===== src/common/oqm_pkg.sv =====
// Package of constants and types for the O-QPSK modem with antenna diversity
// What this block does
// - Each 4-bit symbol becomes its own 32-chip sequence
// - O-QPSK half-sine shaping gives separate I and Q
// - Payload runs at 250 kbit/s in 2450 MHz band
// - I and Q streams go to two converter channels
// - Receive input is flash converter samples
// - Gain control holds received amplitude near optimum
// - Digital IF mixing by sign tolerates offset
// - Correlation finds preamble and start-of-frame delimiter
// - Digital signal strength feeds energy detection
// - Correlation magnitude gives quality metric for link
// - Three channel assessment modes: energy, carrier, both
// - Amplifier power takes one of six settings
// - Antenna select high on odd retries only
// - Retry after missing acknowledge uses other antenna
// - Regulators powered only while radio needs them
// - Link quality held readable after frame ends
package oqm_pkg;
  // ----------------------------------------------------------------
  // Timing
  // ----------------------------------------------------------------
  localparam int CLK_MHZ        = 125;                 // System clock rate
  localparam int CHIP_RATE_KHZ  = 2000;                // Chip rate in kchip/s
  localparam int CHIP_CYC       = (CLK_MHZ * 1000) / CHIP_RATE_KHZ; // Cycles per chip, rounded down
  localparam int CHIPS_PER_SYM  = 32;                  // Chips in one symbol
  localparam int SHAPE_STEPS    = 16;                  // Half-sine table points on the rising half of a pulse
  // ----------------------------------------------------------------
  // Receive and transmit thresholds and widths
  // ----------------------------------------------------------------
  localparam int ADC_W          = 4;                   // Flash converter sample width
  localparam int DAC_W          = 8;                   // Transmit converter word width
  localparam int GAIN_W         = 4;                   // Gain code width
  localparam logic [7:0] AGC_HI = 8'hC0;               // Level above which gain drops
  localparam logic [7:0] AGC_LO = 8'h40;               // Level below which gain rises
  localparam logic [5:0] SYNC_TH = 6'h1C;              // Correlation hits to accept a symbol
  localparam logic [3:0] PWR_MAX = 4'h5;               // Highest of six power codes
  // Channel assessment modes
  typedef enum logic [1:0] {
    OQM_CCA_ED = 2'h1,
    OQM_CCA_CS = 2'h2,
    OQM_CCA_BOTH = 2'h3
  } oqm_cca_e;
  // Receive state machine
  typedef enum logic [3:0] {
    OQM_RX_OFF  = 4'h1,
    OQM_RX_HUNT = 4'h2,
    OQM_RX_SFD  = 4'h4,
    OQM_RX_DATA = 4'h8
  } oqm_rx_e;
  // Base chip sequence for symbol 0; others are cyclic shifts and conjugates
  localparam logic [31:0] PN0 = 32'hD9C3522E;
  localparam logic [7:0] SFD_BYTE = 8'hA7;             // Start-of-frame delimiter
endpackage


===== src/hw/oqm_modem.sv =====
// O-QPSK modem core: transmit spreading, receive sync, AGC, RSSI, LQI, CCA, antenna select
`timescale 1ns/100ps
module oqm_modem #(
  parameter int ADC_W = oqm_pkg::ADC_W,
  parameter int DAC_W = oqm_pkg::DAC_W
) (
  input  wire logic              clk,
  input  wire logic              rst_b,
  // Baseband symbol interface
  input  wire logic              tx_sym_valid,
  output logic                   tx_sym_ready,
  input  wire logic [3:0]        tx_sym,
  input  wire logic              tx_frame_start,
  input  wire logic              tx_retry,
  input  wire logic [2:0]        tx_power_sel,
  input  wire logic              rx_enable,
  output logic                   rx_sym_valid,
  output logic [3:0]             rx_sym,
  output logic                   rx_sfd_found,
  input  wire logic              rx_frame_end,
  output logic [7:0]             rssi,
  output logic [7:0]             lqi,
  output logic                   lqi_valid,
  input  wire logic              cca_req,
  input  wire logic [1:0]        cca_mode,
  input  wire logic [7:0]        ed_threshold,
  output logic                   cca_done,
  output logic                   cca_idle,
  // Radio side
  output logic [DAC_W-1:0]       dac_i,
  output logic [DAC_W-1:0]       dac_q,
  input  wire logic [ADC_W-1:0]  adc_i,
  input  wire logic [ADC_W-1:0]  adc_q,
  output logic [3:0]             rx_gain,
  output logic [3:0]             pa_power,
  output logic                   reg_enable,
  output logic                   antenna_select_out
);
  // ----------------------------------------------------------------
  // State
  // ----------------------------------------------------------------
  typedef struct packed {
    logic [31:0]      tx_chips;     // Chips of symbol in flight
    logic             tx_busy;      // Symbol being sent
    logic [4:0]       chip_idx;     // Current chip
    logic [5:0]       chip_cnt;     // Cycles within a chip
    logic [DAC_W-1:0] dac_i;
    logic [DAC_W-1:0] dac_q;
    logic             antenna;      // Antenna select
    logic [3:0]       pa;           // Power code
    oqm_pkg::oqm_rx_e rx_st;        // Receive phase
    logic [31:0]      rx_shift;     // Sliced received chips
    logic [4:0]       rx_cnt;       // Chips collected
    logic [3:0]       rx_lo;        // Low nibble held for the SFD byte
    logic             rx_half;      // Second nibble pending
    logic [3:0]       gain;
    logic [7:0]       rssi;
    logic [7:0]       lqi;
    logic             lqi_valid;
    logic [7:0]       corr_acc;     // Running correlation average for frame
    logic             rx_sv;
    logic [3:0]       rx_sym;
    logic             sfd;
    logic             cca_done;
    logic             cca_idle;
    logic             carrier;      // Sync seen recently
  } oqm_state_s;
  oqm_state_s st_r;
  oqm_state_s st_nxt;
  // Spreader
  logic [31:0] chips_w;
  oqm_spread u_spread (.sym(tx_sym), .chips(chips_w));
  // Half-sine magnitude, indexed by phase within a one-chip pulse
  function automatic logic [DAC_W-1:0] hsine(input logic [5:0] ph, input logic bit_v);
    logic [DAC_W-2:0] m;
    // Cut to the magnitude width on purpose; the peak step of 60 fits in seven bits
    m = (ph < 6'd16) ? (DAC_W-1)'({ph, 2'b00}) : (DAC_W-1)'({6'd31 - ph, 2'b00});
    hsine = bit_v ? {1'b1, m} : {1'b0, ~m};
  endfunction
  // Best correlation score of received chips over all 16 candidate symbols
  logic [5:0] best_score;
  logic [3:0] best_sym;
  logic [31:0] cand [16];
  genvar g;
  generate
    for (g = 0; g < 16; g++) begin : g_cand
      oqm_spread u_c (.sym(4'(g)), .chips(cand[g]));
    end
  endgenerate
  always_comb begin
    logic [5:0] sc;
    sc = 6'h00;
    best_score = 6'h00;
    best_sym = 4'h0;
    for (int k = 0; k < 16; k++) begin
      sc = 6'($countones(~(cand[k] ^ st_r.rx_shift)));
      if (sc > best_score) begin
        best_score = sc;
        best_sym = 4'(k);
      end
    end
  end
  // Instantaneous amplitude from both samples
  logic [7:0] amp;
  assign amp = 8'({adc_i, 4'h0}) ^ 8'({adc_q, 4'h0}) | 8'(adc_i) ;
  // ----------------------------------------------------------------
  // Next-state logic
  // ----------------------------------------------------------------
  always_comb begin
    logic ed_busy;
    ed_busy = 1'b0;
    st_nxt = st_r;
    st_nxt.rx_sv = 1'b0;
    st_nxt.sfd = 1'b0;
    st_nxt.cca_done = 1'b0;
    // Transmit: one symbol of 32 chips at 2 Mchip/s gives 62.5 ksym/s, 250 kbit/s
    if (tx_frame_start) begin
      st_nxt.antenna = 1'b0;
    end else if (tx_retry) begin
      st_nxt.antenna = ~st_r.antenna;
    end
    if (tx_power_sel <= 3'(oqm_pkg::PWR_MAX)) begin
      st_nxt.pa = 4'(tx_power_sel);
    end
    if (!st_r.tx_busy) begin
      if (tx_sym_valid) begin
        st_nxt.tx_chips = chips_w;
        st_nxt.tx_busy = 1'b1;
        st_nxt.chip_idx = 5'h00;
        st_nxt.chip_cnt = 6'h00;
      end
    end else if (st_r.chip_cnt == 6'(oqm_pkg::CHIP_CYC - 1)) begin
      st_nxt.chip_cnt = 6'h00;
      st_nxt.chip_idx = st_r.chip_idx + 5'h01;
      if (st_r.chip_idx == 5'h1F) begin
        st_nxt.tx_busy = 1'b0;
      end
    end else begin
      st_nxt.chip_cnt = st_r.chip_cnt + 6'h01;
    end
    // Even chips on I, odd on Q, each a half-sine over one chip time with Q offset one chip
    if (st_r.tx_busy) begin
      if (!st_r.chip_idx[0]) begin
        st_nxt.dac_i = hsine({1'b0, st_r.chip_cnt[5:1]}, st_r.tx_chips[st_r.chip_idx]);
      end else begin
        st_nxt.dac_q = hsine({1'b0, st_r.chip_cnt[5:1]}, st_r.tx_chips[st_r.chip_idx]);
      end
    end else begin
      st_nxt.dac_i = {1'b1, {(DAC_W-1){1'b0}}};
      st_nxt.dac_q = {1'b1, {(DAC_W-1){1'b0}}};
    end
    // Signal strength: first-order average of amplitude
    st_nxt.rssi = 8'((16'(st_r.rssi) * 16'd7 + 16'(amp)) >> 3);
    // Gain loop steers toward mid range
    if (st_r.rssi > oqm_pkg::AGC_HI && st_r.gain != 4'h0) begin
      st_nxt.gain = st_r.gain - 4'h1;
    end else if (st_r.rssi < oqm_pkg::AGC_LO && st_r.gain != 4'hF) begin
      st_nxt.gain = st_r.gain + 4'h1;
    end
    // Receive: sliced chips (sign bits) after digital mixing by sign; offset only rotates phase
    unique case (st_r.rx_st)
      oqm_pkg::OQM_RX_OFF: begin
        if (rx_enable) begin
          st_nxt.rx_st = oqm_pkg::OQM_RX_HUNT;
          st_nxt.lqi_valid = 1'b0;
          st_nxt.corr_acc = 8'h00;
        end
      end
      default: begin
        st_nxt.rx_shift = {st_r.rx_shift[30:0], adc_i[ADC_W-1] ^ adc_q[ADC_W-1]};
        st_nxt.rx_cnt = st_r.rx_cnt + 5'h01;
        if (best_score >= oqm_pkg::SYNC_TH) begin
          st_nxt.carrier = 1'b1;
          if (st_r.rx_st == oqm_pkg::OQM_RX_HUNT) begin
            st_nxt.rx_st = oqm_pkg::OQM_RX_SFD;
            st_nxt.rx_cnt = 5'h00;
          end else if (st_r.rx_cnt == 5'h1F) begin
            if (st_r.rx_st == oqm_pkg::OQM_RX_SFD) begin
              st_nxt.rx_half = ~st_r.rx_half;
              st_nxt.rx_lo = best_sym;
              if (st_r.rx_half && {best_sym, st_r.rx_lo} == oqm_pkg::SFD_BYTE) begin
                st_nxt.rx_st = oqm_pkg::OQM_RX_DATA;
                st_nxt.sfd = 1'b1;
              end
            end else begin
              st_nxt.rx_sv = 1'b1;
              st_nxt.rx_sym = best_sym;
              st_nxt.corr_acc = 8'((16'(st_r.corr_acc) * 16'd3 + 16'({best_score, 2'b00})) >> 2);
            end
          end
        end
        if (rx_frame_end || !rx_enable) begin
          st_nxt.rx_st = oqm_pkg::OQM_RX_OFF;
          st_nxt.carrier = 1'b0;
          if (st_r.rx_st == oqm_pkg::OQM_RX_DATA) begin
            st_nxt.lqi = st_r.corr_acc;
            st_nxt.lqi_valid = 1'b1;
          end
        end
      end
    endcase
    // Channel assessment, one answer per request
    if (cca_req) begin
      ed_busy = st_r.rssi > ed_threshold;
      unique case (cca_mode)
        2'(oqm_pkg::OQM_CCA_ED):   st_nxt.cca_idle = ~ed_busy;
        2'(oqm_pkg::OQM_CCA_CS):   st_nxt.cca_idle = ~st_r.carrier;
        default:                   st_nxt.cca_idle = ~(ed_busy | st_r.carrier);
      endcase
      st_nxt.cca_done = 1'b1;
    end
    if (!rst_b) begin
      st_nxt = '0;
      st_nxt.rx_st = oqm_pkg::OQM_RX_OFF;
      st_nxt.gain = 4'h8;
      st_nxt.dac_i = {1'b1, {(DAC_W-1){1'b0}}};
      st_nxt.dac_q = {1'b1, {(DAC_W-1){1'b0}}};
    end
  end
  // ----------------------------------------------------------------
  // Register
  // ----------------------------------------------------------------
  always_ff @(posedge clk) begin
    st_r <= st_nxt;
  end
  // Outputs
  assign tx_sym_ready       = ~st_r.tx_busy;
  assign dac_i              = st_r.dac_i;
  assign dac_q              = st_r.dac_q;
  assign rx_gain            = st_r.gain;
  assign pa_power           = st_r.pa;
  assign reg_enable         = st_r.tx_busy | (st_r.rx_st != oqm_pkg::OQM_RX_OFF);
  assign antenna_select_out = st_r.antenna;
  assign rx_sym_valid       = st_r.rx_sv;
  assign rx_sym             = st_r.rx_sym;
  assign rx_sfd_found       = st_r.sfd;
  assign rssi               = st_r.rssi;
  assign lqi                = st_r.lqi;
  assign lqi_valid          = st_r.lqi_valid;
  assign cca_done           = st_r.cca_done;
  assign cca_idle           = st_r.cca_idle;
endmodule


===== src/hw/oqm_spread.sv =====
// Symbol to chip sequence spreader
`timescale 1ns/100ps
module oqm_spread (
  input  wire logic [3:0]  sym,
  output logic      [31:0] chips
);
  // ----------------------------------------------------------------
  // Table lookup: shift base sequence by 4 chips per symbol step, odd
  // chips inverted for the upper half of symbol values
  // ----------------------------------------------------------------
  logic [31:0] rot;
  always_comb begin
    rot   = oqm_pkg::PN0;
    rot   = (rot >> {sym[2:0], 2'b00}) | (rot << (6'd32 - {1'b0, sym[2:0], 2'b00}));
    chips = sym[3] ? (rot ^ 32'hAAAAAAAA) : rot;
  end
endmodule


===== config.mk =====
export PLATFORM = sky130hd
export DESIGN_NAME = oqm_modem
export DESIGN_NICKNAME = d
export VERILOG_FILES = /design/src/common/oqm_pkg.sv /design/src/hw/oqm_modem.sv /design/src/hw/oqm_spread.sv
export SDC_FILE = /design/constraint.sdc
export NUM_CORES = 1
export LEC_CHECK = 0
export ABC_AREA = 1
export BUFFER_PORTS_ARGS = -buffer_cell sky130_fd_sc_hd__buf_2
export CAP_MARGIN = 20
export CORE_UTILIZATION = 70
export CTS_CLUSTER_DIAMETER = 50
export DETAILED_ROUTE_END_ITERATION = 7
export PLACE_DENSITY_LB_ADDON = 0.15
export SLEW_MARGIN = 20
export SYNTH_ARGS = -nofsm -noshare
export SYNTH_HDL_FRONTEND = slang
export SYNTH_HIERARCHICAL = 1
export SYNTH_SLANG_ARGS = --single-unit

===== constraint.sdc =====
create_clock -name clk -period 48.6 [get_ports clk]
set_clock_uncertainty 0.15 [all_clocks]
set_input_delay 4.86 -clock clk [delete_from_list [all_inputs] [get_ports clk]]
set_output_delay 4.86 -clock clk [all_outputs]
set_load 0.01 [all_outputs]

# Yosys cells after proc, flatten, opt, wreduce, memory -nomap -nowiden
# Index checks and enable logic that the tools add are counted.
# W data, S select, Z words.
dict set report totals {
  reg_bits 148
  inputBits 33
  output_inout_bits 52
  wordCells 724
}
dict set report classes {
  n_addsub 505
  n_mul 2
  n_lt_le_gt_ge 23
  eq_ne 16
  n_shift 2
  mux 70
  bitwise_logic 52
  n_reduce_logical 30
}
# operator count
set ops {}
lappend ops {{$add A1 B1 Y2} 256}
lappend ops {{$not A32 Y32} 16}
lappend ops {{$add A2 B2 Y3} 128}
lappend ops {{$not A16 Y16} 17}
lappend ops {{$add A3 B3 Y4} 64}
lappend ops {{$add A4 B4 Y5} 32}
lappend ops {{$mux W6} 18}
lappend ops {{$add A5 B5 Y6} 16}
lappend ops {{$mux W4} 24}
lappend ops {{$gt A6 B6 Y1} 15}
lappend ops {{$mux W14} 3}
lappend ops {{$mux W32} 1}
lappend ops {{$or A32 B32 Y32} 1}
lappend ops {{$shl A32 B6 Y32 const A} 1}
lappend ops {{$shr A32 B5 Y32 const A} 1}
lappend ops {{$mux W12} 2}
lappend ops {{$mux W5} 4}
lappend ops {{$reduce_and A5 Y1} 4}
lappend ops {{$mux W9} 2}
lappend ops {{$reduce_bool A4 Y1} 4}
lappend ops {{$reduce_bool A2 Y1} 7}
lappend ops {{$mux W13} 1}
lappend ops {{$not A1 Y1} 12}
lappend ops {{$add A11 B8 Y11} 1}
lappend ops {{other kinds (51)} 70}

# Logic depth before layout (Yosys ltp)
# Gate-level depths: netlist of run 1.
dict set report logic_depth {
  word_depth 48
  depth_mapped 175
  ltp_nobuf 162
}

# By module
# The synthesis of run 1 kept the hierarchy.
# mod n_inst cells_each area_per_inst_um2 seq_area_each_um2
set by_module_without_submodules {}
lappend by_module_without_submodules {oqm_modem 1 3347 28648.7 2882.8}
lappend by_module_without_submodules {oqm_spread 17 140 742.0 0.0}

# Worst setup path before layout of run 1
# Ideal clock, no wire load.
dict set report synth_path {
  path_kind {register to register}
  start {register st_r[48] in the netlist's numbering}
  end {register st_r[15] in the netlist's numbering}
  setup_ns 0.116
  arrival_ns 23.257
  t_required_ns 48.334
  slack_ns 25.077
  stages_incl_launch_ff 163
  path_buffers 15
  synth_period_minus_slack_ns 23.523
  path_cell_list {dfxtp_1 clkbuf_1 clkbuf_1 xnor2_1 fa_1 inv_1 fa_1 fa_1 fa_1 fa_1 fa_1 inv_1 ha_1 inv_1 fa_1 nand3b_1 nand3b_1 nand2_1 [127 not listed] nor2_1 o21ai_0 o211ai_1 nand2_1 inv_1 o21ai_0 fa_1 fa_1 nand3_1 and2_1 nor2_1 nor2_1 nor2_1 nor2_1 xor2_1 inv_1 nand4_1 a21oi_1}
}
dict set report synth_via {
  elab_chain_len 44
  elab_cells_between_ends 145
  classes_between {add/sub: 81; order compare: 17; mux: 21; bitwise: 24; reduce/logical: 2}
}
# item line_no
set synth_lines {}
lappend synth_lines {{start: declaration} oqm_modem.sv:68} ;# oqm_state_s st_r;
lappend synth_lines {{start signal: assignment} oqm_modem.sv:224} ;# st_r <= st_nxt;
lappend synth_lines {{$not A32 Y32} oqm_modem.sv:96} ;# sc = 6'($countones(~(cand[k] ^ st_r.rx_shift)));
lappend synth_lines {{$add A1 B1 Y2 (not written as such)} oqm_modem.sv:96}
lappend synth_lines {{$add A2 B2 Y3 (not written as such)} oqm_modem.sv:96}
lappend synth_lines {{$add A3 B3 Y4 (not written as such)} oqm_modem.sv:96}
lappend synth_lines {{$add A4 B4 Y5 (not written as such)} oqm_modem.sv:96}
lappend synth_lines {{$add A5 B5 Y6 (not written as such)} oqm_modem.sv:96}
lappend synth_lines {{$gt A6 B1 Y1} oqm_modem.sv:97} ;# if (sc > best_score) begin
lappend synth_lines {{$mux W6} oqm_modem.sv:97}
lappend synth_lines {{[28 not listed]} n/a}
lappend synth_lines {{$gt A6 B6 Y1} oqm_modem.sv:97}
lappend synth_lines {{$mux W6 *} oqm_modem.sv:97}
lappend synth_lines {{$add A10 B8 Y10} oqm_modem.sv:188} ;# st_nxt.corr_acc = 8'((16'(st_r.corr_acc) * 16'd3 + 16'({best_score, 2'b00})) >> 2);
lappend synth_lines {{$mux W13} oqm_modem.sv:178} ;# if (st_r.rx_st == oqm_pkg::OQM_RX_SFD) begin
lappend synth_lines {{$mux W14} oqm_modem.sv:177} ;# end else if (st_r.rx_cnt == 5'h1F) begin
lappend synth_lines {{$mux W14} oqm_modem.sv:174} ;# if (st_r.rx_st == oqm_pkg::OQM_RX_HUNT) begin
lappend synth_lines {{$mux W14} oqm_modem.sv:172} ;# if (best_score >= oqm_pkg::SYNC_TH) begin
lappend synth_lines {{$mux W9} oqm_modem.sv:161} ;# unique case (st_r.rx_st)
# Mark *: on every way between the ends. The rest lies on a longest branch, timed or not. The select of a mux whose other input is x is not followed.
# A chain may end at the register's enable or synchronous reset.

# Worst setup path in the final report of run 1
dict set report layout_path {
  start {register st_r[73] in the netlist's numbering}
  end {register st_r[15] in the netlist's numbering}
}
# Same word-level chain as after synthesis.

==> out/results.ini, run 1 <==
[run_status]
status=finished clean

[logic_synthesis]
synth_warnings=6
yosysTopAreaCell=fa_1
ys_seq_elements=144
synthFlopType=dfxtp_1
synth_cell_types=60
synthesis.instances=5727
ys_top_cells_by_area=fa_1 (20%), nand2_1 (12%), ha_1 (12%)
ys_seq_area_share_pct=6.99
yosysMostFrequentCell=nand2_1
synth_common_cells=nand2_1 (1358), inv_1 (785), nand3_1 (432), xor2_1 (417), fa_1 (405)
async_flop_share_pct=0
synth_edf_count=0
syn_area_per_cell_sq_um=7.20
synth_top_area_share_pct=19.6
syn_area_sq_um=41300

[setup_path]
timing.rr.end=st_r[15]
cpMostUsedCell=inv_1
worst-r2r-cell-count=140
crit_slowest_cell=fa_1
critPathLaunchType=flop
cpPeakStageDelay_ps=630
arrival_ps=26040
required_ps=48790
worstSetupPathType=flop to flop
cp-end-kind=flop
r2r-start=st_r[73]
ff2ff_setup_slack_ps=22750
worstPathMaxFanout=15

[global_route]
grt_pass1_wl_mm=186
grt_overflow=0
grt_max_degree=99
track_usage_pct=39.5
antenna_found_initial=0
grt_pass1_vias=35800

[route]
drtIter0Drc=2884
drc=0
firstDrtPassIters=6
wirelength_mm=115
ant_nets=0
vias_per_cell=5.40
routed-via-count=36900
post_drt_wl_per_cell_um=16.8

[placed_design]
dp.final_hpwl_mm=90.7
numPortBuffers=83
dpl-instance-area_sq_um=43100
gp_congestion=1.00

[layout]
final_nets=6869
drive_gt1_share_pct=10.0
antenna_cells=0
fin_area_sq_um=43700
area_delta_synth_final_pct=5.84
fin_util_pct=75.4
fillCellCount=4767

[timing]
hold_ws_ps=298
fmax_mhz=38.7
final.setup.tns_ps=0
finalHoldViolations=0
finalSetupViolations=0
slew_violations=0
period_share_pct=53.2
worstMarginPinSlew_ps=1020
period_minus_slack_ps=25850
rsz0062_at_grt=no
max_slew_margin_pct=31.8

[clock_tree]
ctsHoldBuffers=0
cts-resized-gates=0
cts_root_buffer=clkbuf_16
cts_buffers=17
cts_buffer_depth=2
clk_pin_slew_worst_paths_ps=70
cts_tree=yes
clock_latency_ps=470
cts_setup_buffers=0
cts.htree.levels=4
cts.sinks=144

[floorplan]
die-area_sq_um=59900
die_y_um=245
fp-row-count=88
io_pins=85
floorplan.initialDensity_pct=71.2
core_sq_um=57900
die_x_um=245

[worst_hold_path]
hp-class=flop to flop
min_path_cells=2
worstHoldStart=lqi[4]
hold_end=lqi[4]

[run]
drv_cap=0

how the worst max path moves through the flow:
stage          startpoint  slack, ps       end  depth (start not counted)
2_1_floorplan    st_r[48]      25080  st_r[15]                        162
3_3_place_gp     st_r[67]      23680  st_r[15]                        140
3_5_place_dp     st_r[73]      22860  st_r[15]                        140
4_1_cts          st_r[73]      22800  st_r[15]                        140
5_1_grt          st_r[48]      20570  st_r[15]                        144
6_report         st_r[73]      22750  st_r[15]                        140
metal layers:
layer / global-route usage (%) / vias up / part of all wire (%)
met1: 50.1 / 17000 / 39
met4: 19.8 / 0 / 5.8
li1: - / 18000 / -
met2: 64.9 / 1496 / 46
met5: 0 / - / 0
met3: 6.46 / 378 / 8.9
critical path, delay by kind of cell, from the launching register on:
kind / cells / cell delay (ps)
compound gates: 29 / 5630
fa+ha+maj: 25 / 9610
flops: 1 / 490
simple gates: 60 / 6960
buf+inv: 24 / 2290
xor+xnor: 2 / 440
final cells by class:
cell class | count | area [sq um] | share of cell area (%)
Multi-Input combinational cell | 4904 | 35200 | 80.7
Tap cell | 765 | 957 | 2.19
Timing Repair Buffer | 121 | 701 | 1.60
Clock buffer | 21 | 460 | 1.05
Sequential cell | 144 | 2920 | 6.69
Inverter | 861 | 3260 | 7.45
Clock inverter | 11 | 129 | 0.295
metrics by stage:
step,std cells,setup WS (ps)
2_1_floorplan,6142,25080
3_3_place_gp,6795,23680
3_5_place_dp,6795,22860
4_1_cts,6827,22800
5_1_grt,6827,20570
6_report,6827,22750
flip-flops by register name (all words and copies together), names as in the netlist:
| register | count |
|---|---|
| st_r | 99 |
| lqi | 8 |
| rx_sym_valid | 1 |
| dac_q | 6 |
| rx_gain | 4 |
| rx_sym | 4 |
| rssi | 8 |
| lqi_valid | 1 |
| cca_idle | 1 |
| rx_sfd_found | 1 |
| dac_i | 6 |
| pa_power | 3 |
| antenna_select_out | 1 |
| cca_done | 1 |
logic make-up after synthesis:
family	count (synthesis)	synth area share (%)
AOI/OAI and AO/OA	624	8.48
DFF	144	6.99
xor gates and xnor gates	670	14.3
and+or+nand+nor	2406	27.6
adders and majority gates	787	31.2
buffers and inverters	1094	11.4
other	2	0.0182
cell usage in the layout, fill, tap and decap left out, drive strengths merged, types with 4 or more instances in the layout:
master  netlist  routed
nand2      1499    1499
inv         856     859
nand3       526     526
xor2        419     419
conb          2     417
fa          405     405
o21ai       397     397
ha          382     382
nor2        337     337
xnor2       251     251
a21oi       156     156
dfxtp       144     144
buf         133     121
o21bai       27      27
nand4        27      27
clkbuf      100      21
o211ai       19      19
o221ai        8       8
clkinv        4       8
nor3          7       7
a211oi        4       4
Power of run 1 is left out: the tool's default activity adds up to more than one toggle a clock period on the data nets, which glitch-free logic cannot reach.
==> run 2, diff against run 1 <==
Settings changed: CORE_UTILIZATION 70 to 60.
Clock period 48.6 ns to 22.7 ns, I/O delays scaled along.
==> run 2 against run 1 <==
Net effect:
- hold slack improved by 2.4 ps
- count of clock-buffer cells in the layout decreased by 4
- non-clock buffer count increased by 106
- maximum frequency increased by 19%
==> out/results.ini, run 2 (synthesis results as in run 1) <==
[run_status]
status=finished clean

[clock_tree]
clk_pin_slew_worst_paths_ps=80  ; about the same
cts.htree.levels=4  ; unchanged
clock_latency_ps=480  ; about the same
cts_buffer_depth=2  ; unchanged
cts_root_buffer=clkbuf_16
cts_buffers=17  ; unchanged
cts_tree=yes
ctsHoldBuffers=0  ; unchanged
cts.sinks=144  ; unchanged

[layout]
regMostFlops=st_r
seq_area_sq_um=2940  ; +0.51%
final_common_cell=nand2_1
fin_util_pct=67.0  ; -8.4 points
area_delta_synth_final_pct=9.84
fillCellCount=6063  ; +27%
multi_input_area_sq_um=35900  ; +1.9%
drive_gt1_share_pct=13.5  ; +3.5 points
final_cell_mix=nand2_1 (1332), inv_1 (773), nand3_1 (421)
antenna_cells=0  ; unchanged
final_nets=6980  ; +1.6%
largest_reg_flops=99  ; unchanged

[setup_path]
crit_slowest_cell=fa_1
cpPeakStageDelay_ps=550  ; -80 ps
crit_family=adder cells
required_ps=22900  ; -25890 ps
worstPathMaxFanout=10  ; -5
critPathBufInv=21  ; -13%
worstSetupPathType=flop to flop
cp-end-kind=flop
cpMostUsedCell=nand2_4
critPathLaunchType=flop
arrival_ps=21950  ; -4090 ps

[timing]
hold_ws_ps=300  ; +2.40 ps
finalSetupViolations=0  ; unchanged
finalHoldViolations=0  ; unchanged
period_minus_slack_ps=21750  ; -4100 ps
slew_violations=0  ; unchanged
fin_ws_ps=946  ; -21800 ps
period_share_pct=95.8  ; +43 points
worstMarginPinSlew_ps=985  ; -38.6 ps
fmax_mhz=46.0  ; +19%
final.setup.tns_ps=0  ; unchanged
max_slew_margin_pct=34.3  ; +2.5 points

[placed_design]
dp.final_hpwl_mm=92.0  ; +1.5%
gp_congestion=0.986  ; -1.4%
dp_slack_ps=-601  ; -23460 ps
numPortBuffers=83  ; unchanged

[route]
routed-via-count=36900  ; +0.081%
drtIter0Drc=2655  ; -7.9%
vias_per_cell=5.24  ; -3.0%
wirelength_mm=118  ; +2.8%
post_drt_wl_per_cell_um=16.7  ; -0.36%
drc=0  ; unchanged
firstDrtPassIters=8  ; +2
ant_nets=0  ; unchanged

[floorplan]
die_y_um=264  ; +7.9%
die_x_um=264  ; +7.9%
io_pins=85  ; unchanged
floorplan.initialDensity_pct=61.0  ; -10 points
core_sq_um=67600  ; +17%
die-area_sq_um=69800  ; +17%
fp-row-count=95  ; +8.0%

[global_route]
grt_max_degree=55  ; -44%
antenna_found_initial=0  ; unchanged
grt_pass1_vias=35500  ; -0.94%
grt_overflow=0  ; unchanged
grt_pass1_wl_mm=187  ; +0.29%
track_usage_pct=34.0  ; -5.4 points

[run]
drv_cap=0  ; unchanged

[worst_hold_path]
hp-class=flop to flop

[run 2: changes by cell type in the layout (fill, tap and decap cells not counted), moves of 9 or more]
cell / delta
inv_2: +10
nand2_1: -26
nor2_1: -9
nand3_1: -11
xor2_1: -9
nand2_2: +21
nand3_2: +9
o21ai_0: -35
o21ai_2: +22
buf_4: +105
inv_1: -12
ha_1: -9
o21ai_1: +12
[run 2: layout make-up]
cell class                      count  area share, %
Multi-Input combinational cell   4909           79.3
Inverter                          861           7.19
Sequential cell                   144           6.48
Timing Repair Buffer              227           3.31
Tap cell                          873           2.41
Clock buffer                       17          0.939
Clock inverter                     15          0.406
[run 2: metal layers]
metal | GRT usage, % | wire length, um
met5 | 0 | 0
met2 | 57.3 | 55500
met1 | 43.7 | 48700
met4 | 15.4 | 5900
met3 | 3.97 | 7730
[run 2: worst paths after layout]
path / start / slack [ps] / end / depth (start not counted)
hold / removal: lqi[4] / 300 / lqi[4] / 2
hold reg to reg: lqi[4] / 300 / lqi[4] / 2
setup / recovery: st_r[65] / 950 / st_r[15] / 150
setup reg to reg: st_r[65] / 950 / st_r[15] / 150
[run 2: stage by stage]
| stage | area (sq um) | cells |
|---|---|---|
| after floorplan | 42900 | 6142 |
| after global placement | 43700 | 6967 |
| after CTS | 44400 | 7003 |
| after detailed placement | 43700 | 6967 |
| after global routing | 45300 | 7046 |
| final | 45300 | 7046 |
[run 2: tightest hold or removal path, stage by stage (launching register included)]
cell	delay (ps)
dfxtp_1	310
inv_1	50
a21oi_1	50
[run 2: repair_timing]
action	4_1_cts	5_1_grt
cloned	0	5
setup buffers	4	38
resized for setup	16	158
pin swaps	5	137
endpoints found under the setup margin	7	29
Power of run 2 is left out for the same reason.
